### config.mk
export PLATFORM = sky130hd
export DESIGN_NAME = pmc_power_ctrl
export DESIGN_NICKNAME = d
export VERILOG_FILES = /design/src/pkg/pmc_pkg.sv /design/src/rtl/pmc_power_ctrl.sv
export SDC_FILE = /design/constraint.sdc
export NUM_CORES = 1
export LEC_CHECK = 0
export ABC_AREA = 1
export BUFFER_PORTS_ARGS = -buffer_cell sky130_fd_sc_hd__buf_2
export CAP_MARGIN = 20
export CORE_ASPECT_RATIO = 1.25
export CORE_MARGIN = 1.5
export CORE_UTILIZATION = 30
export CTS_CLUSTER_DIAMETER = 100
export CTS_CLUSTER_SIZE = 14
export DETAILED_ROUTE_END_ITERATION = 7
export PLACE_DENSITY = 0.47
export RECOVER_POWER = 50
export REMOVE_ABC_BUFFERS = 1
export SLEW_MARGIN = 20
export SYNTH_ARGS = -nofsm -noshare
export SYNTH_HDL_FRONTEND = slang
export SYNTH_SLANG_ARGS = --single-unit
### constraint.sdc
create_clock -name i_clk_sys -period 4 [get_ports i_clk_sys]
set_clock_uncertainty 0.15 [all_clocks]
set_input_delay 0.2 -clock i_clk_sys [delete_from_list [all_inputs] [get_ports i_clk_sys]]
set_output_delay 0.2 -clock i_clk_sys [all_outputs]
set_load 0.05 [all_outputs]
### src/pkg/pmc_pkg.sv
`default_nettype none
package pmc_pkg;
   // Register indices on the plain register port
   localparam logic [1:0] ADDR_CM0 = 2'h0;
   localparam logic [1:0] ADDR_CM1 = 2'h1;
   localparam logic [1:0] ADDR_OCD = 2'h2;
   // Field positions
   localparam int CM0_GATE    = 2;
   localparam int CM0_RSV_ONE = 3;
   localparam int CM0_MAINOFF = 5;
   localparam int CM0_DIV8    = 6;
   localparam int CM1_STOP    = 0;
   localparam int CM1_PINSEL  = 3;
   localparam int CM1_RINGOFF = 4;
   localparam int CM1_DRIVE   = 5;
   localparam int CM1_DIV_LO  = 6;
   localparam int OCD_DET_LO  = 0;
   localparam int OCD_RSEL    = 2;
   localparam int OCD_FLAG    = 3;
   // Values after reset
   localparam logic       RST_GATE    = 1'h0;
   localparam logic       RST_MAINOFF = 1'h1;
   localparam logic       RST_DIV8    = 1'h1;
   localparam logic       RST_PINSEL  = 1'h0;
   localparam logic       RST_RINGOFF = 1'h0;
   localparam logic       RST_DRIVE   = 1'h1;
   localparam logic [1:0] RST_DIV     = 2'h0;
   localparam logic [1:0] RST_DET     = 2'h0;
   localparam logic       RST_RSEL    = 1'h1;
   localparam logic [4:0] RST_RATIO   = 5'h08;
   localparam logic [1:0] DET_ON      = 2'h3;
   // Wake request lines; bits 0..4 come from externally clocked sources
   localparam int         IRQ_W        = 6;
   localparam int         IRQ_KEY      = 0;
   localparam int         IRQ_EXT_PIN  = 1;
   localparam int         IRQ_TX_EVENT = 2;
   localparam int         IRQ_TY_PIN   = 3;
   localparam int         IRQ_SER_EXT  = 4;
   localparam int         IRQ_INTERNAL = 5;
   localparam logic [5:0] EXT_MASK     = 6'h1F;
   // Main clock halt timeout: twice the period of the slowest valid main clock
   localparam int CLK_PERIOD_NS = 10;
   localparam int HALT_NS       = 1000;
   localparam int HALT_CYC      = HALT_NS / CLK_PERIOD_NS;
   localparam int HALT_W        = $clog2(HALT_CYC + 1);
   typedef enum logic [1:0] {PMC_RUN, PMC_WAIT, PMC_STOP} pmc_mode_e;
   function automatic logic [4:0] pmc_ratio(input logic div8, input logic [1:0] field);
      if (div8) begin
         return 5'h08;
      end
      case (field)
         2'h0:    return 5'h01;
         2'h1:    return 5'h02;
         2'h2:    return 5'h04;
         default: return 5'h10;
      endcase
   endfunction : pmc_ratio
endpackage : pmc_pkg
`default_nettype wire

### src/rtl/pmc_power_ctrl.sv
// Notes on behaviour
// - Main source, field 00, div8 clear: CPU gets every main tick.
// - Field 01, 10, 11 divide main by 2, 4, 16; div8 select divides by 8.
// - Ring select 1 runs CPU and peripherals from ring oscillator, same dividers.
// - Ring clock output runs for timer Y while ring_osc_off is 0.
// - Sleep request enters wait: CPU enable stops, oscillators keep running.
// - Wait with gate bit set stops peripheral ticks and ADC clock.
// - Pin hold output is high throughout wait and stop.
// - Wait ends on reset or a qualifying interrupt; CPU clock returns at the next divider period end.
// - Wake from wait keeps the source and divider used before sleeping.
// - With gate set, only externally clocked interrupt lines wake from wait.
// - Stop turns off both oscillators and every derived clock.
// - Writing all_clock_stop 1 enters stop and sets div8 and drive-high.
// - Stop ends only on reset or externally clocked interrupt lines.
// - In stop the oscillator output pin drives high if pin select is 1.
// - Wake from stop uses previous source divided by 8.
// - Detected main halt forces ring source, flag, ring on, interrupt.
// - Halt interrupt uses the watchdog vector; flag and bits identify it.
// - After reset: ring source, divide by 8, main oscillator stopped.
// - Main oscillator starts only on clearing main_osc_off with pin select 1.
`timescale 1ns/1ns
`default_nettype none
module pmc_power_ctrl (
   input  wire logic       i_clk_sys,
   input  wire logic       i_rst,
   input  wire logic [1:0] i_addr,
   input  wire logic [7:0] i_wdata,
   input  wire logic       i_wr,
   input  wire logic       i_rd,
   output logic      [7:0] o_rdata,
   input  wire logic       i_main_tick,
   input  wire logic       i_ring_tick,
   input  wire logic       i_wait_exec,
   input  wire logic [5:0] i_irq_req,
   output logic            o_cpu_clk_en,
   output logic            o_periph_tick,
   output logic            o_adc_clk_en,
   output logic            o_ring_clk_en,
   output logic            o_main_osc_en,
   output logic            o_ring_osc_en,
   output logic            o_osc_out_o,
   output logic            o_osc_out_oe,
   output logic            o_pin_hold,
   output logic            o_irq_osc_stop
);
   pmc_pkg::pmc_mode_e mode;
   logic                    periph_clk_wait_gate;
   logic                    main_osc_off;
   logic                    cpu_div8_select;
   logic                    osc_pin_select;
   logic                    ring_osc_off;
   logic                    main_osc_drive_high;
   logic [1:0]              cpu_divider_field;
   logic [1:0]              osc_stop_detect_enable;
   logic                    ring_osc_select;
   logic                    main_clk_stopped_flag;
   logic                    main_run;
   logic [pmc_pkg::HALT_W-1:0] halt_cnt;
   logic [3:0]              div_cnt;
   logic                    act_ring;
   logic [4:0]              act_ratio;
   logic                    wr_cm0;
   logic                    wr_cm1;
   logic                    wr_ocd;
   logic                    stop_write;
   logic                    main_live;
   logic                    ring_live;
   logic                    src_tick;
   logic                    cpu_fire;
   logic                    halt_watch;
   logic                    fallback;
   logic                    periph_on;
   logic [5:0]              wake_mask;

   assign wr_cm0     = i_wr && (i_addr == pmc_pkg::ADDR_CM0);
   assign wr_cm1     = i_wr && (i_addr == pmc_pkg::ADDR_CM1);
   assign wr_ocd     = i_wr && (i_addr == pmc_pkg::ADDR_OCD);
   assign stop_write = wr_cm1 && i_wdata[pmc_pkg::CM1_STOP] && (mode == pmc_pkg::PMC_RUN);
   assign main_live  = i_main_tick && o_main_osc_en;
   assign ring_live  = i_ring_tick && o_ring_osc_en;
   assign src_tick   = act_ring ? ring_live : main_live;
   assign cpu_fire   = src_tick && (div_cnt == 4'(act_ratio - 5'h01)) && !fallback;
   // Watch only while the CPU really runs on the main clock and detection is armed
   assign halt_watch = (osc_stop_detect_enable == pmc_pkg::DET_ON) && !act_ring &&
                       (mode != pmc_pkg::PMC_STOP) && !i_main_tick;
   assign fallback   = halt_watch && (halt_cnt == pmc_pkg::HALT_W'(pmc_pkg::HALT_CYC - 1));
   assign wake_mask  = periph_clk_wait_gate ? pmc_pkg::EXT_MASK : 6'h3F;
   assign periph_on  = (mode == pmc_pkg::PMC_RUN) ||
                       ((mode == pmc_pkg::PMC_WAIT) && !periph_clk_wait_gate);

   always_ff @(posedge i_clk_sys) begin
      if (i_rst) begin
         mode <= pmc_pkg::PMC_RUN;
      end else begin
         case (mode)
            pmc_pkg::PMC_RUN: begin
               if (stop_write) begin
                  mode <= pmc_pkg::PMC_STOP;
               end else if (i_wait_exec) begin
                  mode <= pmc_pkg::PMC_WAIT;
               end
            end
            pmc_pkg::PMC_WAIT: begin
               if (|(i_irq_req & wake_mask)) begin
                  mode <= pmc_pkg::PMC_RUN;
               end
            end
            pmc_pkg::PMC_STOP: begin
               if (|(i_irq_req & pmc_pkg::EXT_MASK)) begin
                  mode <= pmc_pkg::PMC_RUN;
               end
            end
            default: mode <= pmc_pkg::PMC_RUN;
         endcase
      end
   end

   always_ff @(posedge i_clk_sys) begin
      if (i_rst) begin
         periph_clk_wait_gate <= pmc_pkg::RST_GATE;
         main_osc_off         <= pmc_pkg::RST_MAINOFF;
         cpu_div8_select      <= pmc_pkg::RST_DIV8;
      end else if (stop_write) begin
         cpu_div8_select <= 1'h1;
      end else if (wr_cm0) begin
         periph_clk_wait_gate <= i_wdata[pmc_pkg::CM0_GATE];
         main_osc_off         <= i_wdata[pmc_pkg::CM0_MAINOFF];
         cpu_div8_select      <= i_wdata[pmc_pkg::CM0_DIV8];
      end
   end

   // Start needs the pins handed to the oscillator first
   always_ff @(posedge i_clk_sys) begin
      if (i_rst) begin
         main_run <= 1'h0;
      end else if (wr_cm0) begin
         main_run <= !i_wdata[pmc_pkg::CM0_MAINOFF] && osc_pin_select;
      end else if (!osc_pin_select) begin
         main_run <= 1'h0;
      end
   end

   always_ff @(posedge i_clk_sys) begin
      if (i_rst) begin
         osc_pin_select      <= pmc_pkg::RST_PINSEL;
         ring_osc_off        <= pmc_pkg::RST_RINGOFF;
         main_osc_drive_high <= pmc_pkg::RST_DRIVE;
         cpu_divider_field   <= pmc_pkg::RST_DIV;
      end else begin
         if (fallback) begin
            ring_osc_off <= 1'h0;
         end else if (wr_cm1) begin
            ring_osc_off <= i_wdata[pmc_pkg::CM1_RINGOFF];
         end
         if (stop_write) begin
            main_osc_drive_high <= 1'h1;
         end else if (wr_cm1) begin
            main_osc_drive_high <= i_wdata[pmc_pkg::CM1_DRIVE];
         end
         if (wr_cm1) begin
            osc_pin_select    <= i_wdata[pmc_pkg::CM1_PINSEL];
            cpu_divider_field <= i_wdata[pmc_pkg::CM1_DIV_LO+:2];
         end
      end
   end

   // Hardware set beats a software clear landing in the same cycle
   always_ff @(posedge i_clk_sys) begin
      if (i_rst) begin
         osc_stop_detect_enable <= pmc_pkg::RST_DET;
         ring_osc_select        <= pmc_pkg::RST_RSEL;
         main_clk_stopped_flag  <= 1'h0;
      end else begin
         if (wr_ocd) begin
            osc_stop_detect_enable <= i_wdata[pmc_pkg::OCD_DET_LO+:2];
         end
         if (fallback) begin
            ring_osc_select       <= 1'h1;
            main_clk_stopped_flag <= 1'h1;
         end else if (wr_ocd) begin
            ring_osc_select <= i_wdata[pmc_pkg::OCD_RSEL];
            if (!i_wdata[pmc_pkg::OCD_FLAG]) begin
               main_clk_stopped_flag <= 1'h0;
            end
         end
      end
   end

   always_ff @(posedge i_clk_sys) begin
      if (i_rst) begin
         halt_cnt <= '0;
      end else if (!halt_watch || fallback) begin
         halt_cnt <= '0;
      end else begin
         halt_cnt <= halt_cnt + pmc_pkg::HALT_W'(1);
      end
   end

   // New source and ratio load only after the last tick of a whole CPU period,
   // so no shortened CPU pulse can appear. A dead main clock is abandoned at once.
   always_ff @(posedge i_clk_sys) begin
      if (i_rst) begin
         div_cnt   <= 4'h0;
         act_ring  <= pmc_pkg::RST_RSEL;
         act_ratio <= pmc_pkg::RST_RATIO;
      end else if (fallback) begin
         div_cnt   <= 4'h0;
         act_ring  <= 1'h1;
         act_ratio <= pmc_pkg::pmc_ratio(cpu_div8_select, cpu_divider_field);
      end else if (cpu_fire) begin
         div_cnt   <= 4'h0;
         act_ring  <= ring_osc_select;
         act_ratio <= pmc_pkg::pmc_ratio(cpu_div8_select, cpu_divider_field);
      end else if (src_tick) begin
         div_cnt <= div_cnt + 4'h1;
      end
   end

   always_ff @(posedge i_clk_sys) begin
      if (i_rst) begin
         o_cpu_clk_en   <= 1'h0;
         o_periph_tick  <= 1'h0;
         o_adc_clk_en   <= 1'h0;
         o_ring_clk_en  <= 1'h0;
         o_irq_osc_stop <= 1'h0;
      end else begin
         o_cpu_clk_en   <= cpu_fire && (mode == pmc_pkg::PMC_RUN);
         o_periph_tick  <= periph_on && (ring_osc_select ? ring_live : main_live);
         o_adc_clk_en   <= periph_on && main_live;
         o_ring_clk_en  <= ring_live && !ring_osc_off;
         o_irq_osc_stop <= fallback;
      end
   end

   always_ff @(posedge i_clk_sys) begin
      if (i_rst) begin
         o_main_osc_en <= 1'h0;
         o_ring_osc_en <= 1'h1;
         o_osc_out_o   <= 1'h0;
         o_osc_out_oe  <= 1'h0;
         o_pin_hold    <= 1'h0;
      end else begin
         o_main_osc_en <= main_run && (mode != pmc_pkg::PMC_STOP) && !stop_write;
         o_ring_osc_en <= (!ring_osc_off || ring_osc_select || fallback) &&
                          (mode != pmc_pkg::PMC_STOP) && !stop_write;
         o_osc_out_o   <= (mode == pmc_pkg::PMC_STOP) && osc_pin_select;
         o_osc_out_oe  <= (mode == pmc_pkg::PMC_STOP) && osc_pin_select;
         o_pin_hold    <= (mode != pmc_pkg::PMC_RUN);
      end
   end

   always_ff @(posedge i_clk_sys) begin
      if (i_rst || !i_rd) begin
         o_rdata <= 8'h00;
      end else begin
         case (i_addr)
            pmc_pkg::ADDR_CM0: o_rdata <= {1'h0, cpu_div8_select, main_osc_off, 1'h0, 1'h1,
                                           periph_clk_wait_gate, 2'h0};
            pmc_pkg::ADDR_CM1: o_rdata <= {cpu_divider_field, main_osc_drive_high, ring_osc_off,
                                           osc_pin_select, 2'h0, mode == pmc_pkg::PMC_STOP};
            pmc_pkg::ADDR_OCD: o_rdata <= {4'h0, main_clk_stopped_flag, ring_osc_select,
                                           osc_stop_detect_enable};
            default:           o_rdata <= 8'h00;
         endcase
      end
   end
endmodule : pmc_power_ctrl
`default_nettype wire

-- Word level (Yosys, flattened, before mapping)
Index checks and enable logic that the tools add are counted.
- $add $sub $neg: 3
- equal/unequal tests: 15
- multiplexer cells: 26
- bitwise logic cells: 2
- reduce and logical (&&, ||, !) cells: 53
- operators by type and width (cell ; number):
    1-bit logical AND ; 24
    8-bit case mux with 3 select lines ; 1
    4-bit two-way mux ; 5
    1-bit two-way mux ; 13
    1-bit zero test ; 9
    3-bit case mux with 3 select lines ; 1
    2-bit == test, second input constant ; 4
    2-bit two-way mux ; 4
    7-bit by 1-bit adder with 7-bit output, second input constant ; 1
    7-bit == test, second input constant ; 1
    6-bit bitwise AND ; 1
    2-bit by 1-bit == test with 1-bit output, second input constant ; 3
    2-bit zero test ; 3
    6-bit two-way mux ; 1
    2-bit by 1-bit != test with 1-bit output, second input constant ; 3
    2-bit case mux with 3 select lines ; 1
    2-bit nonzero test ; 3
    2-bit OR reduction ; 3
    6-bit OR reduction ; 1
    1-bit logical OR ; 5
    5-bit OR reduction ; 1
    4-bit by 1-bit adder with 4-bit output, second input constant ; 1
    4-bit == test ; 1
    2-bit != test, second input constant ; 2
    6 further kinds ; 7
- register bits: 48
- bits of input ports: 23
- output and inout port bits: 18
- word-level logic and storage cells: 125

-- Depth between registers and ports, before layout
- depth after elaboration: 13
- mapped depth: 12
- gate-level depth less buffers: 12

-- Least setup slack after synthesis
Ideal clock, no wire load.
- kind: flip-flop to flip-flop
- start point: register o_ring_osc_en
- end point: register act_ratio[3]
- library setup time: 0.123 ns
- arrival: 1.389 ns
- data required time: 3.727 ns
- slack: 2.338 ns
- stages on the path, launching flop included: 8
- path buffers: 0
- cell sequence: dfxtp_1 nand3_1 nand2_2 nand3_1 nor2_4 nand2_4 nand3_1 nand3_1
- word-level cells in the longest chain between the ends: 5
- ends and longest elaborated chain (element ; line ; source):
    start, declared ; pmc_power_ctrl.sv:40 ; output logic o_ring_osc_en,
    start signal, assigned ; pmc_power_ctrl.sv:244 ; o_ring_osc_en <= (!ring_osc_off || ring_osc_select || fallback) &&
    1-bit logical AND ; pmc_power_ctrl.sv:80 ; assign ring_live = i_ring_tick && o_ring_osc_en;
    1-bit two-way mux ; pmc_power_ctrl.sv:81 ; assign src_tick = act_ring ? ring_live : main_live;
    1-bit logical AND (2 in series) ; pmc_power_ctrl.sv:82 ; assign cpu_fire = src_tick && (div_cnt == 4'(act_ratio - 5'h01)) && !fallback;
    2-bit nonzero test (no source line) ; -- ;
    end signal, assigned ; pmc_power_ctrl.sv:205 ; act_ratio <= pmc_pkg::RST_RATIO;
    end signal, assigned ; pmc_power_ctrl.sv:209 ; act_ratio <= pmc_pkg::pmc_ratio(cpu_div8_select, cpu_divider_field);
    end signal, assigned ; pmc_power_ctrl.sv:213 ; act_ratio <= pmc_pkg::pmc_ratio(cpu_div8_select, cpu_divider_field);
    end, declared ; pmc_power_ctrl.sv:61 ; logic [4:0] act_ratio;
No other way between the ends.
A chain may end at the register's enable or synchronous reset.

-- Final worst setup path
- start point: register act_ratio[0]
- end point: register act_ratio[0]
- word-level cells in the longest chain between the ends: 5
- ends and longest elaborated chain (element ; line):
    4-bit by 1-bit subtractor with 4-bit output ; pmc_power_ctrl.sv:82
    4-bit == test ; pmc_power_ctrl.sv:82
    1-bit logical AND (2 in series) ; pmc_power_ctrl.sv:82
    2-bit nonzero test (no source line) ; --
No other way between the ends.

==> flow_summary.yaml <==
run_status:
  outcome: "completed"
placed_design:
  port_buffers: 40
  gp_congestion: 0.8016
  dpl.hpwl_mm: 3.537
setup_path:
  slowest_stage: "dfxtp_1"
  required_ns: 4.10
  crit_family: "simple AND/OR/NAND/NOR gates"
  cp-start-kind: "flop"
  critPathMaxFanout: 8
  cp_cell_sequence: "inv_1 > ha_1 > nand2_1 > inv_1 > nor2_1 > nand3_1 > nor2_4 > nand2_4 > nand2_4 > nand3_1 > nand2_1"
  slowest_delay_ns: 0.42
  crit_buf_inv: 2
  startpoint: "act_ratio[0]"
  r2r_start: "act_ratio[0]"
  crit_path_end_kind: "flop"
  arrival_ns: 1.87
  crit_type: "reg -> reg"
logic_synthesis:
  synthMuxAreaShare: 0.005418
  synthAdderAreaFrac: 0.01806
  synth_compound_area_frac: 0.1011
  seq_area_frac_synth: 0.4624
  yosys.area_share.simple: 0.3173
  ys_seq_elements: 48
  synthXorXnorAreaFrac: 0.01686
  avgSynthCellArea_um2: 7.813
  synth_top_family_by_area: "simple AND/OR/NAND/NOR gates"
  synth_cell_type_count: 32
  syn_area_um2: 2078
  ys_warn_count: 0
  synthCells: 266
timing:
  drv_slew: 0
  hold_violations: 0
  post-route-period-util: 0.4427
  setup_viol: 0
  rsz0062_at_grt: "false"
  max_freq_mhz: 564.7
  whs_ns: 0.01497
  slew-limit-headroom: 0.5148
  worst_slew_pin_slew_ns: 0.7270
  tns_ns: 0
  layout_min_cycle_time_ns: 1.771
clocking:
  post_cts_resized: 0
  ctsHoldBuffers: 3
  cts_tree: "done"
  cts_buffers: 5
  root_buffer: "clkbuf_8"
  post_cts_buffers: 0
  cts_sinks: 48
  clockBufferDepth: 2
  htreeDepth: 2
  worstSkewPairLatency_ns: 0.30
  path_clk_slew_ns: 0.09
finish:
  insertedDiodeCount: 0
  num-nets-final: 338
  n_fill_cell: 716
  final_cell_mix: "54 x nand2_1, 48 x dfxtp_1, 35 x inv_1"
  area_growth_pct: 19.57
  drive_above_1_share: 0.1693
  layout_commonest_cell: "nand2_1"
grt:
  grt_first_pass_wirelength_mm: 8.093
  antenna_found_initial: 0
  grt_use_total: 0.1407
  grt_pass1_vias: 1706
  grt_max_degree: 22
  overflow: 0
worst_hold_path:
  min-delay-start: "i_addr[0]"
  hold_path.class: "in -> reg"
routing:
  drc: 0
  vias: 1785
  drt-initial-drc-count: 88
  wl_per_cell_um: 11.83
  drtAntennaViolNets: 0
  first_pass_iters: 4
  vias_per_cell: 4.463
  routed_wirelength_mm: 4.733
pwr:
  p_int_uw: 703.8
  ir_drop_v: 0.0001872
  comb_power_share: 0.091
  swShare: 0.2529
  leakagePower_uw: 0.001087
  power.switching_uw: 238.2
  powerDensity_nw_per_um2: 379.1
  seqPwrFrac: 0.532
  clockPowerShare: 0.378
floorplanning:
  placementRows: 33
  die_width_um: 77.45
  die-area_um2: 7439
  core_um2: 6648
  start_util: 0.3126
  boundaryPins: 41
  fp.dieH_um: 96.06
run:
  maxCapViolCount: 0
-- routing by layer --
layer / vias up / part of all wire / global-route usage / wire, um
met3: 9 / 0.039 / 0.03223 / 185
met2: 39 / 0.46 / 0.2383 / 2181
met4: 0 / 0.023 / 0.06061 / 111
li1: 949 / - / - / -
met1: 788 / 0.48 / 0.1715 / 2255
met5: - / 0 / 0 / 0
-- state kept, by name (all words and copies together), names as in the netlist, 2 cells and up --
signal,flops
halt_cnt,7
act_ratio,4
o_rdata,8
mode,2
cpu_divider_field,2
osc_stop_detect_enable,2
div_cnt,4
-- power groups by stage --
stage | sequential, uW | clock (uW) | combinational (uW)
floorplan | 524 | 0 | 40.3
finish | 501 | 356 | 85.5
global route | 503 | 390 | 96.4
global placement | 512 | 0 | 86.1
CTS | 501 | 368 | 88.6
detailed placement | 512 | 0 | 86.1
-- final timing paths --
path	cells after the start	slack, ns	endpoint
max reg2reg	11	2.23	act_ratio[0]
min	2	0.01	o_rdata[1]
max	11	2.23	act_ratio[0]
min reg2reg	2	0.32	halt_cnt[4]
-- synth_stat cells --
library cell	n	area [um^2]
nor3_2	1	10.01
inv_1	33	123.9
nor2_2	1	6.260
and2_1	1	6.260
o21a_1	2	15.01
inv_2	4	15.01
nand2_2	5	31.28
nand3_4	2	35.03
a21oi_1	21	105.1
buf_2	2	10.01
nand3_2	1	10.01
nor2_1	27	101.4
nor4_1	2	12.51
nor2_4	3	33.78
mux2_2	1	11.26
a31oi_1	1	6.260
nor3_1	7	35.03
dfxtp_1	48	960.9
o211ai_1	2	15.01
xor2_1	4	35.03
nor2_8	1	20.02
nand3_1	17	85.08
o21ai_0	8	40.04
a211o_1	1	8.760
nand2_1	53	198.9
o21ai_1	1	5.000
buf_4	2	15.01
ha_1	3	37.54
nand2_4	2	22.52
a211oi_1	2	15.01
nor3b_1	1	7.510
nand4_1	7	43.79
-- metrics by stage --
step                      instance area, um^2  total power, uW  std cells  setup slack [ns]    util
final                                    2485            942.0        400             2.229  0.3738
after global placement                   2362            598.0        389             2.311  0.3554
after CTS                                2504            957.7        400             2.235  0.3766
after floorplan                          2053            564.5        262             2.329       -
after detailed placement                 2362            597.9        389             2.272  0.3554
after global routing                     2485            989.7        400             2.058  0.3738
-- cells by family (layout without fill, tap and decap cells) --
family / after synthesis / count (layout)
and+or+nand+nor: 131 / 131
DFF: 48 / 48
xor gates and xnor gates: 4 / 4
adders and majority gates: 3 / 3
buffers and inverters: 41 / 88
muxes: 1 / 1
AOI/OAI and AO/OA: 38 / 38
-- cell type report --
type | count | area, um^2 | area share
clock buffer | 5 | 68.82 | 0.02769
clock inverter | 3 | 42.54 | 0.01712
inverter | 37 | 138.9 | 0.05589
multi-input combinational | 177 | 950.9 | 0.3827
sequential | 48 | 960.9 | 0.3867
tap | 87 | 108.9 | 0.04381
timing repair buffer | 43 | 214.0 | 0.08610
No activity file was read; power rests on OpenSTA's default activity.
